$ cat src/rtl/xcp_pkg.sv
// constants and types of the crosspoint configuration port controller
// ==========================================================================
package xcp_pkg;
    // ======================================================================
    // register map (byte offsets)
    localparam logic [7:0] REG_CTRL = 8'h00;
    localparam logic [7:0] REG_SEL = 8'h04;
    localparam logic [7:0] REG_ROUTE = 8'h08;
    localparam logic [7:0] REG_CMD = 8'h0C;
    localparam logic [7:0] REG_STATUS = 8'h10;
    localparam logic [7:0] REG_READ = 8'h14;
    localparam int CTRL_TRANSP_BIT = 0;
    localparam int STAT_BUSY_BIT = 0;
    localparam int STAT_REFUSED_BIT = 1;
    localparam int ROUTE_EN_BIT = 6;
    localparam logic [4:0] SEL_BCAST = 5'h11;
    localparam logic [5:0] INPUT_MAX = 6'h20;
    localparam logic [6:0] ROUTE_RST = 7'h00;
    localparam logic [4:0] SEL_RST = 5'h00;
    // ======================================================================
    // commands
    localparam logic [1:0] OP_WRITE = 2'h0;
    localparam logic [1:0] OP_UPDATE = 2'h1;
    localparam logic [1:0] OP_READ = 2'h2;
    localparam logic [1:0] OP_RESET = 2'h3;
    // ======================================================================
    // timing, ns and cycles at 125 MHz
    localparam int CLK_PS = 8000;
    localparam int T_DSW_NS = 15;
    localparam int T_WP_NS = 15;
    localparam int T_WHU_NS = 10;
    localparam int T_UW_NS = 15;
    localparam int T_TW_NS = 15;
    localparam int T_UOE_NS = 40;
    localparam int T_TOD_NS = 30;
    localparam int T_RDE_NS = 15;
    localparam int T_RDD_NS = 30;
    localparam int T_RHA_NS = 5;
    localparam int SYNC_STAGES = 3;
    localparam int C_DSW = (T_DSW_NS * 1000 + CLK_PS - 1) / CLK_PS;
    localparam int C_WP = (T_WP_NS * 1000 + CLK_PS - 1) / CLK_PS;
    localparam int C_WHU = (T_WHU_NS * 1000 + CLK_PS - 1) / CLK_PS;
    localparam int C_UW = (T_UW_NS * 1000 + CLK_PS - 1) / CLK_PS;
    localparam int C_TW = (T_TW_NS * 1000 + CLK_PS - 1) / CLK_PS;
    localparam int C_UOE = (T_UOE_NS * 1000 + CLK_PS - 1) / CLK_PS;
    localparam int C_TOD = (T_TOD_NS * 1000 + CLK_PS - 1) / CLK_PS;
    localparam int C_RD = (T_RDE_NS * 1000 + CLK_PS - 1) / CLK_PS + SYNC_STAGES;
    localparam int C_RHA = (T_RHA_NS * 1000 + CLK_PS - 1) / CLK_PS;
    localparam int C_RDD = (T_RDD_NS * 1000 + CLK_PS - 1) / CLK_PS;
    localparam int C_REL = (C_RDD > C_RHA) ? C_RDD : C_RHA;
    // ======================================================================
    // types
    typedef enum logic [5:0] {
        XCP_IDLE = 6'b000001,
        XCP_SETUP = 6'b000010,
        XCP_STROBE = 6'b000100,
        XCP_GAP = 6'b001000,
        XCP_SETTLE = 6'b010000,
        XCP_RDREL = 6'b100000
    } xcp_state_e;
    typedef struct packed {
        logic csN;
        logic weN;
        logic updateN;
        logic readbackStrobeN;
        logic resetN;
        logic [4:0] outSel;
        logic [6:0] routeOut;
        logic routeOeN;
    } xcp_pins_s;
    localparam xcp_pins_s PINS_RST = '{csN: 1'b1, weN: 1'b1, updateN: 1'b1,
        readbackStrobeN: 1'b1, resetN: 1'b1, outSel: SEL_RST, routeOut: ROUTE_RST,
        routeOeN: 1'b1};
endpackage

$ cat src/rtl/xcp_config_host.sv
// apb-controlled host that programs the crosspoint configuration port
`timescale 1ns/100ps
module xcp_config_host (
    // clock, reset, enable
    input wire logic clk,
    input wire logic sys_rst,
    input wire logic ce,
    // apb slave
    input wire logic psel,
    input wire logic penable,
    input wire logic pwrite,
    input wire logic [7:0] paddr,
    input wire logic [31:0] pwdata,
    output logic [31:0] prdata,
    output logic pready,
    output logic pslverr,
    // device pins
    output xcp_pkg::xcp_pins_s pins,
    input wire logic [6:0] routeIn
);
    import xcp_pkg::*;

    // ======================================================================
    // apb register access
    logic transpFf;
    logic [4:0] selFf;
    logic [6:0] routeFf;
    logic refusedFf;
    logic [6:0] readValFf;
    logic [31:0] prdataFf;
    logic slvErrFf;
    xcp_state_e stateFf;
    logic setup;
    logic wrAccess;
    logic cmdWrite;
    logic refuse;
    logic start;
    logic [1:0] cmdOp;

    function automatic logic mapped(input logic [7:0] a);
        mapped = (a == REG_CTRL) || (a == REG_SEL) || (a == REG_ROUTE) ||
            (a == REG_CMD) || (a == REG_STATUS) || (a == REG_READ);
    endfunction

    assign setup = psel && !penable;
    assign wrAccess = psel && penable && pwrite && ce;
    assign cmdWrite = wrAccess && (paddr == REG_CMD);
    assign cmdOp = pwdata[1:0];
    // illegal codes are refused before any pin moves
    always_comb begin
        refuse = 1'b0;
        if (selFf > SEL_BCAST) begin
            refuse = 1'b1;
        end else if (cmdOp == OP_READ && selFf == SEL_BCAST) begin
            refuse = 1'b1;
        end else if (cmdOp == OP_WRITE && routeFf[5:0] > INPUT_MAX) begin
            refuse = 1'b1;
        end
    end
    assign start = cmdWrite && (stateFf == XCP_IDLE) && !refuse &&
        ((cmdOp == OP_UPDATE) || (cmdOp == OP_RESET) || (selFf <= SEL_BCAST));
    assign pready = ce;
    assign prdata = prdataFf;
    assign pslverr = slvErrFf;

    always_ff @(posedge clk or posedge sys_rst) begin
        if (sys_rst) begin
            prdataFf <= 32'h0000_0000;
            slvErrFf <= 1'b0;
        end else if (ce && setup) begin
            slvErrFf <= !mapped(paddr);
            if (paddr == REG_CTRL) begin
                prdataFf <= {31'h0, transpFf};
            end else if (paddr == REG_SEL) begin
                prdataFf <= {27'h0, selFf};
            end else if (paddr == REG_ROUTE) begin
                prdataFf <= {25'h0, routeFf};
            end else if (paddr == REG_STATUS) begin
                prdataFf <= {30'h0, refusedFf, stateFf != XCP_IDLE};
            end else if (paddr == REG_READ) begin
                prdataFf <= {25'h0, readValFf};
            end else begin
                prdataFf <= 32'h0000_0000;
            end
        end
    end

    always_ff @(posedge clk or posedge sys_rst) begin
        if (sys_rst) begin
            transpFf <= 1'b0;
            selFf <= SEL_RST;
            routeFf <= ROUTE_RST;
        end else if (wrAccess) begin
            if (paddr == REG_CTRL) begin
                transpFf <= pwdata[CTRL_TRANSP_BIT];
            end else if (paddr == REG_SEL) begin
                selFf <= pwdata[4:0];
            end else if (paddr == REG_ROUTE) begin
                routeFf <= pwdata[6:0];
            end
        end
    end

    // sticky refusal flag, a new refusal wins over the clear
    always_ff @(posedge clk or posedge sys_rst) begin
        if (sys_rst) begin
            refusedFf <= 1'b0;
        end else if (ce) begin
            if (cmdWrite && refuse) begin
                refusedFf <= 1'b1;
            end else if (wrAccess && paddr == REG_STATUS && pwdata[STAT_REFUSED_BIT]) begin
                refusedFf <= 1'b0;
            end
        end
    end

    // ======================================================================
    // readback synchroniser, a change counts once stages two and three agree
    logic [6:0] sync1Ff;
    logic [6:0] sync2Ff;
    logic [6:0] sync3Ff;
    always_ff @(posedge clk or posedge sys_rst) begin
        if (sys_rst) begin
            sync1Ff <= ROUTE_RST;
            sync2Ff <= ROUTE_RST;
            sync3Ff <= ROUTE_RST;
        end else if (ce) begin
            sync1Ff <= routeIn;
            sync2Ff <= sync1Ff;
            sync3Ff <= sync2Ff;
        end
    end

    // ======================================================================
    // pin sequencer
    logic [1:0] opFf;
    logic [4:0] opSelFf;
    logic [6:0] opRouteFf;
    logic opTranspFf;
    logic [2:0] cntFf;
    logic cntDone;
    logic sampleOk;
    assign cntDone = (cntFf == 3'h0);
    assign sampleOk = (sync2Ff == sync3Ff);

    always_ff @(posedge clk or posedge sys_rst) begin
        if (sys_rst) begin
            stateFf <= XCP_IDLE;
            cntFf <= 3'h0;
            opFf <= OP_WRITE;
            opSelFf <= SEL_RST;
            opRouteFf <= ROUTE_RST;
            opTranspFf <= 1'b0;
        end else if (ce) begin
            if (!cntDone) begin
                cntFf <= cntFf - 3'h1;
            end
            case (stateFf)
                XCP_IDLE: begin
                    if (start) begin
                        opFf <= cmdOp;
                        opSelFf <= selFf;
                        opRouteFf <= routeFf;
                        opTranspFf <= transpFf;
                        if (cmdOp == OP_WRITE) begin
                            stateFf <= XCP_SETUP;
                            cntFf <= 3'(C_DSW - 1);
                        end else begin
                            stateFf <= XCP_STROBE;
                            if (cmdOp == OP_UPDATE) begin
                                cntFf <= 3'(C_UW - 1);
                            end else if (cmdOp == OP_RESET) begin
                                cntFf <= 3'(C_TW - 1);
                            end else begin
                                cntFf <= 3'(C_RD - 1);
                            end
                        end
                    end
                end
                XCP_SETUP: begin
                    if (cntDone) begin
                        stateFf <= XCP_STROBE;
                        cntFf <= 3'(C_WP - 1);
                    end
                end
                XCP_STROBE: begin
                    if (cntDone) begin
                        if (opFf == OP_WRITE) begin
                            stateFf <= XCP_GAP;
                            cntFf <= 3'(C_WHU - 1);
                        end else if (opFf == OP_READ) begin
                            if (sampleOk) begin
                                stateFf <= XCP_RDREL;
                                cntFf <= 3'(C_REL - 1);
                            end
                        end else if (opFf == OP_UPDATE) begin
                            stateFf <= XCP_SETTLE;
                            cntFf <= 3'(C_UOE - 1);
                        end else begin
                            stateFf <= XCP_SETTLE;
                            cntFf <= 3'(C_TOD - 1);
                        end
                    end
                end
                XCP_GAP: begin
                    if (cntDone) begin
                        if (opTranspFf) begin
                            stateFf <= XCP_SETTLE;
                            cntFf <= 3'(C_UOE - 1);
                        end else begin
                            stateFf <= XCP_IDLE;
                        end
                    end
                end
                XCP_SETTLE, XCP_RDREL: begin
                    if (cntDone) begin
                        stateFf <= XCP_IDLE;
                    end
                end
                default: begin
                    stateFf <= XCP_IDLE;
                end
            endcase
        end
    end

    always_ff @(posedge clk or posedge sys_rst) begin
        if (sys_rst) begin
            readValFf <= ROUTE_RST;
        end else if (ce && stateFf == XCP_STROBE && opFf == OP_READ && cntDone && sampleOk) begin
            readValFf <= sync3Ff;
        end
    end

    // registered pins, decoded from the sequencer state
    logic inWrite;
    logic inXfer;
    assign inWrite = (opFf == OP_WRITE) &&
        (stateFf == XCP_SETUP || stateFf == XCP_STROBE || stateFf == XCP_GAP);
    assign inXfer = inWrite || stateFf == XCP_STROBE || stateFf == XCP_RDREL;
    always_ff @(posedge clk or posedge sys_rst) begin
        if (sys_rst) begin
            pins <= PINS_RST;
        end else if (ce) begin
            pins.csN <= !(inXfer && opFf != OP_RESET);
            pins.weN <= !(stateFf == XCP_STROBE && opFf == OP_WRITE);
            pins.updateN <= !((stateFf == XCP_STROBE && opFf == OP_UPDATE) ||
                (inWrite && opTranspFf));
            pins.readbackStrobeN <= !(stateFf == XCP_STROBE && opFf == OP_READ);
            pins.resetN <= !(stateFf == XCP_STROBE && opFf == OP_RESET);
            pins.outSel <= opSelFf;
            pins.routeOut <= opRouteFf;
            pins.routeOeN <= !inWrite;
        end
    end

    // ======================================================================
    // checks on the driven pins
    weWidth_a: assert property (@(posedge clk) disable iff (sys_rst)
        $fell(pins.weN) |-> !pins.weN [*2])
        else $error("write strobe shorter than 15 ns");
    updWidth_a: assert property (@(posedge clk) disable iff (sys_rst)
        $fell(pins.updateN) |-> !pins.updateN [*2])
        else $error("transfer strobe shorter than 15 ns");
    rstWidth_a: assert property (@(posedge clk) disable iff (sys_rst)
        $fell(pins.resetN) |-> !pins.resetN [*2])
        else $error("global reset shorter than 15 ns");
    wrToUpd_a: assert property (@(posedge clk) disable iff (sys_rst)
        ($rose(pins.weN) && pins.updateN) |-> pins.updateN [*2])
        else $error("transfer strobe too soon after write strobe");
    noBcastRead_a: assert property (@(posedge clk) disable iff (sys_rst)
        !pins.readbackStrobeN |-> pins.outSel != SEL_BCAST)
        else $error("readback with broadcast select");
    legalCode_a: assert property (@(posedge clk) disable iff (sys_rst)
        !pins.weN |-> (pins.outSel <= SEL_BCAST && pins.routeOut[5:0] <= INPUT_MAX))
        else $error("reserved code written");
    selHold_a: assert property (@(posedge clk) disable iff (sys_rst)
        $rose(pins.readbackStrobeN) |-> $stable(pins.outSel) && !pins.csN)
        else $error("select changed right after readback");
    busFree_a: assert property (@(posedge clk) disable iff (sys_rst)
        $rose(pins.readbackStrobeN) |-> pins.routeOeN [*4])
        else $error("bus driven before readback release time");
    dataSetup_a: assert property (@(posedge clk) disable iff (sys_rst)
        $fell(pins.weN) |-> !pins.csN && !$past(pins.routeOeN, 2))
        else $error("route word not set up before write strobe");
    readDone_a: assert property (@(posedge clk) disable iff (sys_rst || !ce)
        $fell(pins.readbackStrobeN) |-> ##[5:40] pins.readbackStrobeN)
        else $error("readback strobe never released");
endmodule

$ cat config.mk
export PLATFORM = sky130hd
export DESIGN_NAME = xcp_config_host
export DESIGN_NICKNAME = d
export VERILOG_FILES = /design/src/rtl/xcp_pkg.sv /design/src/rtl/xcp_config_host.sv
export SDC_FILE = /design/constraint.sdc
export NUM_CORES = 1
export LEC_CHECK = 0
export BUFFER_PORTS_ARGS = -buffer_cell sky130_fd_sc_hd__buf_2
export CORE_ASPECT_RATIO = 0.6
export CORE_MARGIN = 2
export CORE_UTILIZATION = 60
export CTS_BUF_LIST = sky130_fd_sc_hd__clkbuf_2 sky130_fd_sc_hd__clkbuf_4 sky130_fd_sc_hd__clkbuf_8
export CTS_CLUSTER_SIZE = 28
export DETAILED_ROUTE_END_ITERATION = 12
export PLACE_DENSITY = 0.93
export SYNTH_ARGS = -nofsm -noshare
export SYNTH_HDL_FRONTEND = slang
export SYNTH_SLANG_ARGS = --single-unit
$ cat constraint.sdc
create_clock -name clk -period 7.5 [get_ports clk]
set_input_delay 0 -clock clk [delete_from_list [all_inputs] [get_ports clk]]
set_output_delay 0 -clock clk [all_outputs]
set_load 0.03 [all_outputs]
==> results of run 1 <==
## placed cells by master (no fill, tap or decap), types with 3 or more instances in the layout
| cell type | n |
|---|---|
| dfrtp_1 | 85 |
| mux2_2 | 68 |
| buf_2 | 54 |
| conb_1 | 25 |
| nor2_1 | 21 |
| nand2_1 | 18 |
| o21ai_0 | 17 |
| a21oi_1 | 17 |
| dlygate4sd3_1 | 17 |
| clkbuf_8 | 11 |
| nor3_1 | 7 |
| inv_1 | 7 |
| dfstp_2 | 7 |
| nand3_1 | 6 |
| xor2_1 | 6 |
| mux2_4 | 6 |
| nor2b_1 | 5 |
| nand3b_1 | 4 |
| nand2b_1 | 4 |
| xnor2_1 | 4 |
| a22oi_1 | 4 |
| a31oi_1 | 3 |
| mux2i_1 | 3 |
| ha_1 | 3 |
| buf_4 | 3 |
## stage by stage
stage / instance area (µm²) / util (%) / cells
finish: 5110 / 70.4 / 555
global route: 5110 / 70.4 / 555
CTS: 5110 / 70.4 / 555
detailed placement: 4750 / 65.4 / 524
global placement: 4750 / 65.4 / 524
floorplan: 4600 / - / 407
## routing by layer
| metal | vias up | part of all wire (%) |
|---|---|---|
| met5 | - | 0 |
| met4 | 0 | 1.1 |
| met3 | 11 | 8.2 |
| met2 | 126 | 45 |
| met1 | 1559 | 46 |
| li1 | 1458 | - |
## critical path, cell delays in order, from the launching register on
cell	delay (ns)
dfrtp_1	0.42
or3_1	0.38
o311a_1	0.35
nor4b_4	0.39
nor2b_1	0.53
buf_4	0.31
mux2_2	0.36
## flip-flops by register name (all words and copies together), names as in the netlist, 6 cells and up
signal / count
opRouteFf: 7
pins: 18
prdata: 7
readValFf: 7
routeFf: 7
stateFf: 6
sync1Ff: 7
sync2Ff: 7
sync3Ff: 7
## cells in the mapped netlist, drive strengths merged (3+ instances only)
cell type | instances | area share, %
nor2b | 5 | 0.69
nand3 | 6 | 0.67
clkbuf | 8 | 0.67
inv | 8 | 0.67
ha | 3 | 0.83
a31oi | 3 | 0.42
a21oi | 17 | 1.9
a22oi | 4 | 0.67
nor2 | 21 | 1.7
xor2 | 6 | 1.2
buf | 36 | 5.4
o21ai | 17 | 1.9
nand2 | 18 | 1.5
xnor2 | 4 | 0.78
nand2b | 4 | 0.56
mux2i | 3 | 0.67
dfstp | 7 | 4.1
nand3b | 4 | 0.67
mux2 | 74 | 19
nor3 | 7 | 0.78
dfrtp | 85 | 47
## power by group through the flow
stage | Clock (W) | Combinational, W | Sequential [W]
final | 0.000333 | 0.000389 | 0.000603
after global placement | 0 | 0.000362 | 0.000608
after floorplan | 0 | 0.000297 | 0.000608
after detailed placement | 0 | 0.000375 | 0.000611
after CTS | 0.000339 | 0.000387 | 0.000602
after global routing | 0.000361 | 0.000428 | 0.000612
## cells by family (layout without fill, tap and decap cells)
family | Yosys count | count (layout) | synth area share [%]
compound gates | 62 | 62 | 9.19
other cells | 1 | 25 | 0.0832
flops | 92 | 92 | 51.3
fa+ha+maj | 3 | 3 | 0.833
simple gates | 86 | 86 | 10.4
buf+inv | 52 | 96 | 6.69
mux | 77 | 77 | 19.7
xor+xnor | 10 | 10 | 1.94
## area by class of cell
cell class              count  area, µm²
clock buffers              12        159
clock inverters             2       35.0
fillers                   538       2150
inverters                   8       31.3
multi-input cells         263       1990
flip-flops and latches     92       2310
well taps                 104        130
repair buffers             74        463
## worst max path at each step
stage / start / endpoint / slack, ns
global placement: ce / opRouteFf[0] / 4.51
finish: routeFf[4] / opSelFf[4] / 4.64
global route: routeFf[4] / opSelFf[4] / 4.52
CTS: routeFf[4] / opSelFf[4] / 4.64
floorplan: sys_rst / cntFf[0] / 5.12
detailed placement: ce / opSelFf[4] / 4.50
## repair_timing
item,in CTS,in global routing
setup buffers,0,0
endpoints found under the hold margin,30,0
gates resized for setup,0,0
hold buffers,17,0
==> summary.md, run 1 <==
| Metric | Value |
|---|---|
| Port buffer count | 54 |
| RePlAce Congestion | 0.937 |
| Die Ht | 71.1 µm |
| Dpl ws | 4.50 ns |
| Tmin final | roughly 2.9 ns |
| FFs w/ async S/R, synth | 100% |
| CTS tree | done |
| Final setup viols | 0 |
| Peak VDD IR | roughly 0.19 mV |
| DRC violation count after routing | 0 |
| Synth-to-layout area growth | 13.5% |
| DRC violation total after the first TritonRoute iteration | 264 |
| Initial antenna violation count | 0 |
| R2R Path Start | routeFf[4] |
| Syn avg cell area | 11.8 µm² |
| Clock H-tree levels | 3 |
| Crit path kind | flip-flop to flip-flop |
| Seq/Total Area, Yosys | 51.3% |
| CTS Buffer Depth | 2 |
| Worst reg2reg path depth | 6 |
| Worst hold path type | input port to asynchronous set/reset pin |
| MaxCap Viol Count | 0 |
| Num rows | 24 |
| Met1 GRT Util | 35.5% |
| Vias in the first global route | 3,037 |
| Global Route met2 Usage | 36.3% |
| Static leakage | between 2 and 2.5 nW |
| Outcome | finished, final reports clean |
| Launching element type of the critical path | flip-flop |
| Core ar. | approximately 0.0073 mm² |
| Synth cell types | between 50 and 60 |
| Die W | 116 µm |
| CTS Buf Count | 9 |
| Tot Pwr | 0.00132 W |
| Number of I/O pins | 105 |
| Routed wire length | 9500 µm |
| Logic gate share of total power | 29.4% |
| Tcrit/Tclk final | 38.1% |
| Fin nets | 504 |
| Sw Share | roughly a third |
| Largest net degree at the start of global routing | 86 |
| Routed vias/inst | between 5 and 6 |
| EDFF count, synth | 0 |
| Pwr dens | approximately 260 mW/mm² |
| Power Internal | 0.000887 W |
| R2R Setup Slk | roughly 4.6 ns |
| Global-route wire length before repair | approximately 15,000 µm |
| Clock Latency Late Sink | 0.36 ns |
| Sum Neg Setup Slack | 0 ns |
| Syn. warnings | 0 |
| Hold Vio Cnt, Final | 0 |
| DR vias | about 3,200 |
| GRT Total Usage | 24.7% |
| Final setup margin | 4.64 ns |
| Sequential Power Share | 45.5% |
| Final hold slack | 0.0458 ns |
| Worst Skew | 0.00620 ns |
| Syn Inst Count | 383 |
| Layout cells sized above 1 | 35.3% |
| Most Crowded Layer GR | met2 |
| Drt wl/cell | 17.1 µm |
| Die area | approximately 0.008 mm² |
| CTS root buf | clkbuf_8 |
| Grt ovf | 0 |
| Ant. Diodes | 0 |
| Worst EP required | 7.74 ns |
| Fmax | about 0.35 GHz |
| Netlist Area Pre-Place | around 0.0045 mm² |
| HPWL Detailed | 6600 µm |
| DRT Pass-1 Iters | 5 |
| CTS Sinks | between 90 and 100 |
| Flops & latches, synth | 92 |
| Max-slew headroom | 30.1% |
| RSZ-0062 raised after global routing | no |
| CP Capture Type | flip-flop |
| Fin. max-slew vios | 0 |
| Initial core utilization | 62.0% |
| Primary FF master, synth | dfrtp_1 |
| Clock share of power | 25.1% |
| Worst slew pin tran | ~1.0 ns |
| Clk slew on worst S/H paths | ~0.080 ns |
| CP max FO | 10 |
| Worst R2R End | opSelFf[4] |
| Global-route met3 utilization | approximately 8.1% |
| CP arrival | slightly above 3 ns |
| Remaining antenna violation count | 0 |
| Switch Pwr | 0.000437 W |
Power figures use the tool's default switching activity.
==> inputs of run 2 (changes only) <==
--- a/config.mk
+++ b/config.mk
@@ -8,11 +8,11 @@
 export BUFFER_PORTS_ARGS = -buffer_cell sky130_fd_sc_hd__buf_2
 export CORE_ASPECT_RATIO = 0.6
 export CORE_MARGIN = 2
-export CORE_UTILIZATION = 60
+export CORE_UTILIZATION = 50
 export CTS_BUF_LIST = sky130_fd_sc_hd__clkbuf_2 sky130_fd_sc_hd__clkbuf_4 sky130_fd_sc_hd__clkbuf_8
 export CTS_CLUSTER_SIZE = 28
 export DETAILED_ROUTE_END_ITERATION = 12
-export PLACE_DENSITY = 0.93
+export PLACE_DENSITY = 0.83
 export SYNTH_ARGS = -nofsm -noshare
 export SYNTH_HDL_FRONTEND = slang
 export SYNTH_SLANG_ARGS = --single-unit
==> constraint.sdc (replaced) <==
create_clock -name clk -period 2.3 [get_ports clk]
set_input_delay 0 -clock clk [delete_from_list [all_inputs] [get_ports clk]]
set_output_delay 0 -clock clk [all_outputs]
set_load 0.03 [all_outputs]
==> run 2 against run 1 <==
Against the previous run: the run now ends with setup timing left; flip-flop and latch count unchanged; first-iteration DRC count shrank 23%; register-to-register slack worse by 4.7 ns; fmax rose by 19%; die area increased by 19%; count of clock-buffer cells in the layout unchanged.
==> summary.md, run 2 (synthesized netlist as in run 1, its figures left out) <==
| Metric | Value |
|---|---|
| CTS Buf Count | 9 (unchanged) |
| CTS Sinks | 92 (unchanged) |
| Routed vias/inst | 5.58 (-1.9%) |
| Worst EP required | 2.55 ns (-5.19 ns) |
| Die Ht | 77.6 µm (+9.0%) |
| Peak VDD IR | 0.479 mV (+160%) |
| CP max FO | 6 (-4) |
| Launching element type of the critical path | flip-flop |
| Placed Instances | 546 (+4.2%) |
| Layout cells sized above 1 | 38.7% (+3.4 points) |
| Critical Path Max Stage Delay | 0.42 ns (-0.11 ns) |
| DRT Pass-1 Iters | 5 (unchanged) |
| Fmax | 0.417 GHz (+19%) |
| Outcome | complete, but fails checks |
| MaxCap Viol Count | 0 (unchanged) |
| Global-route wire length before repair | 15,800 µm (+3.3%) |
| Hold Vio Cnt, Final | 0 (unchanged) |
| Fin nets | 519 (+3.0%) |
| Vias in the first global route | 3,106 (+2.3%) |
| Fin. max-slew vios | 0 (unchanged) |
| Initial core utilization | 52.3% (-9.7 points) |
| Initial antenna violation count | 0 (unchanged) |
| HPWL Detailed | 6900 µm (+4.5%) |
| Number of I/O pins | 105 (unchanged) |
| R2R Setup Slk | -0.10 ns (-4.74 ns) |
| Largest net degree at the start of global routing | 57 (-34%) |
| Failing checks | setup timing |
| CTS Buffer Depth | 2 (unchanged) |
| Final setup margin | -0.101 ns (-4.74 ns) |
| Final setup viols | 6 (+6) |
| Hold Crit Depth | 2 |
| Dpl ws | -0.0754 ns (-4.58 ns) |
| GRT Total Usage | 20.5% (-4.2 points) |
| Grt ovf | 0 (unchanged) |
| Die area | 0.00982 mm² (+19%) |
| Slowest CP cell | a311o_4 |
| Static leakage | 2.54 nW (+4.2%) |
| Clk slew on worst S/H paths | 0.09 ns (about the same) |
| Max-slew headroom | 55.5% (+25 points) |
| Synth-to-layout area growth | 18.8% |
| Most frequent cells in the layout | dfrtp_1 (85), mux2_2 (58), buf_2 (54) |
| Pwr dens | 831 mW/mm² (+220%) |
| Core ar. | 0.00862 mm² (+19%) |
| Num rows | 26 (+8.3%) |
| Die W | 127 µm (+9.2%) |
| RePlAce Congestion | 0.950 (+1.3%) |
| Worst hold path type | input port to flip-flop |
| Drt wl/cell | 17.0 µm (-0.78%) |
| CTS tree | done |
| Crit path kind | flip-flop to flip-flop |
| Port buffer count | 54 (unchanged) |
| CP Capture Type | flip-flop |
| Tcrit/Tclk final | 104% (+66 points) |
| Post-Route Utilization | 62.1% (-8.3 points) |
| Fin cells | 580 (+4.5%) |
| Worst slew pin tran | 0.667 ns (-0.382 ns) |
| Worst Skew | 0.00805 ns (+0.00184 ns) |
| Ant. Diodes | 0 (unchanged) |
| DRC violation count after routing | 0 (unchanged) |
| Remaining antenna violation count | 0 (unchanged) |
| Clock Latency Late Sink | 0.36 ns (about the same) |
| Clock H-tree levels | 3 (unchanged) |
| DRC violation total after the first TritonRoute iteration | 204 (-23%) |
| Max reg flops | 18 (unchanged) |
| Crit-path cells | or3_1, o311a_1, nor4b_4, o221ai_2, a311o_4, mux2_4 |
| Worst reg2reg path depth | 6 (unchanged) |
| DR vias | 3,234 (+2.5%) |
| Commonest non-fill, non-tap cell in the layout | dfrtp_1 |
| Tmin final | 2.40 ns (-0.457 ns) |
| Biggest register | pins |
| CP arrival | 2.65 ns (-0.45 ns) |
| CTS root buf | clkbuf_8 |
| RSZ-0062 raised after global routing | yes |
| Routed wire length | 9860 µm (+3.7%) |
run 2: cell types whose count changed in the layout (fill, tap and decap cells not counted), sizes merged:
cell / previous run / this run
clkinv: 2 / 3
dlygate4sd3: 17 / 16
buf: 57 / 73
clkinvlp: 0 / 1
run 2: power by group:
part	leakage (nW)	total (W)	switching [W]	internal [W]
clock network	0.107	0.00109	0.000540	0.000555
logic	1.24	0.00138	0.000761	0.000618
registers	1.20	0.00197	0.000183	0.00179
total	2.54	0.00445	0.00148	0.00296
run 2: worst paths after layout:
path                                   end  startpoint
max in group asynchronous       stateFf[0]     sys_rst
worst min register to register     pslverr     pslverr
worst max register to register  stateFf[5]  routeFf[4]
worst max-delay path            stateFf[5]  routeFf[4]
min in group asynchronous       sync1Ff[1]     sys_rst
worst min-delay path              selFf[0]   pwdata[0]
run 2: per-stage QoR:
stage                     total power [W]  area, µm²  hold WS (ns)  setup TNS [ns]
after floorplan                   0.00295       4610         0.132          -0.129
after global placement            0.00319       4880       -0.0984          -0.116
after detailed placement          0.00324       4880       -0.0936          -0.449
after CTS                         0.00440       5260       0.00456          -0.469
after global routing              0.00468       5360        0.0363           -2.10
final                             0.00445       5360        0.0367          -0.543
run 2: what timing repair did:
action	CTS	global route
resized for setup	2	19
hold buffers	16	0
pin swaps	0	2
buffers inserted	2	1
setup endpoints to repair	18	23
endpoints found under the hold margin	105	0
run 2: cell type report:
| type | count | area, µm² |
|---|---|---|
| multi-input combinational | 263 | 2060 |
| sequential | 92 | 2310 |
| clock inverter | 4 | 48.8 |
| fill | 667 | 3270 |
| inverter | 8 | 33.8 |
| timing repair buffer | 89 | 606 |
| clock buffer | 12 | 153 |
| tap | 112 | 140 |
run 2: routing by layer:
layer | track usage, % | up-vias | part of all wire [%]
met5 | 0 | - | 0
met3 | 6.34 | 21 | 9.0
met4 | 6.48 | 0 | 1.6
met2 | 30.1 | 148 | 44
li1 | - | 1481 | -
met1 | 29.1 | 1584 | 45
run 2: critical path, delay by kind of cell, from the launching register on:
kind            cells  cell delay, ns
compound gates      3            0.91
flops               1            0.39
mux                 1            0.31
simple gates        2            0.67
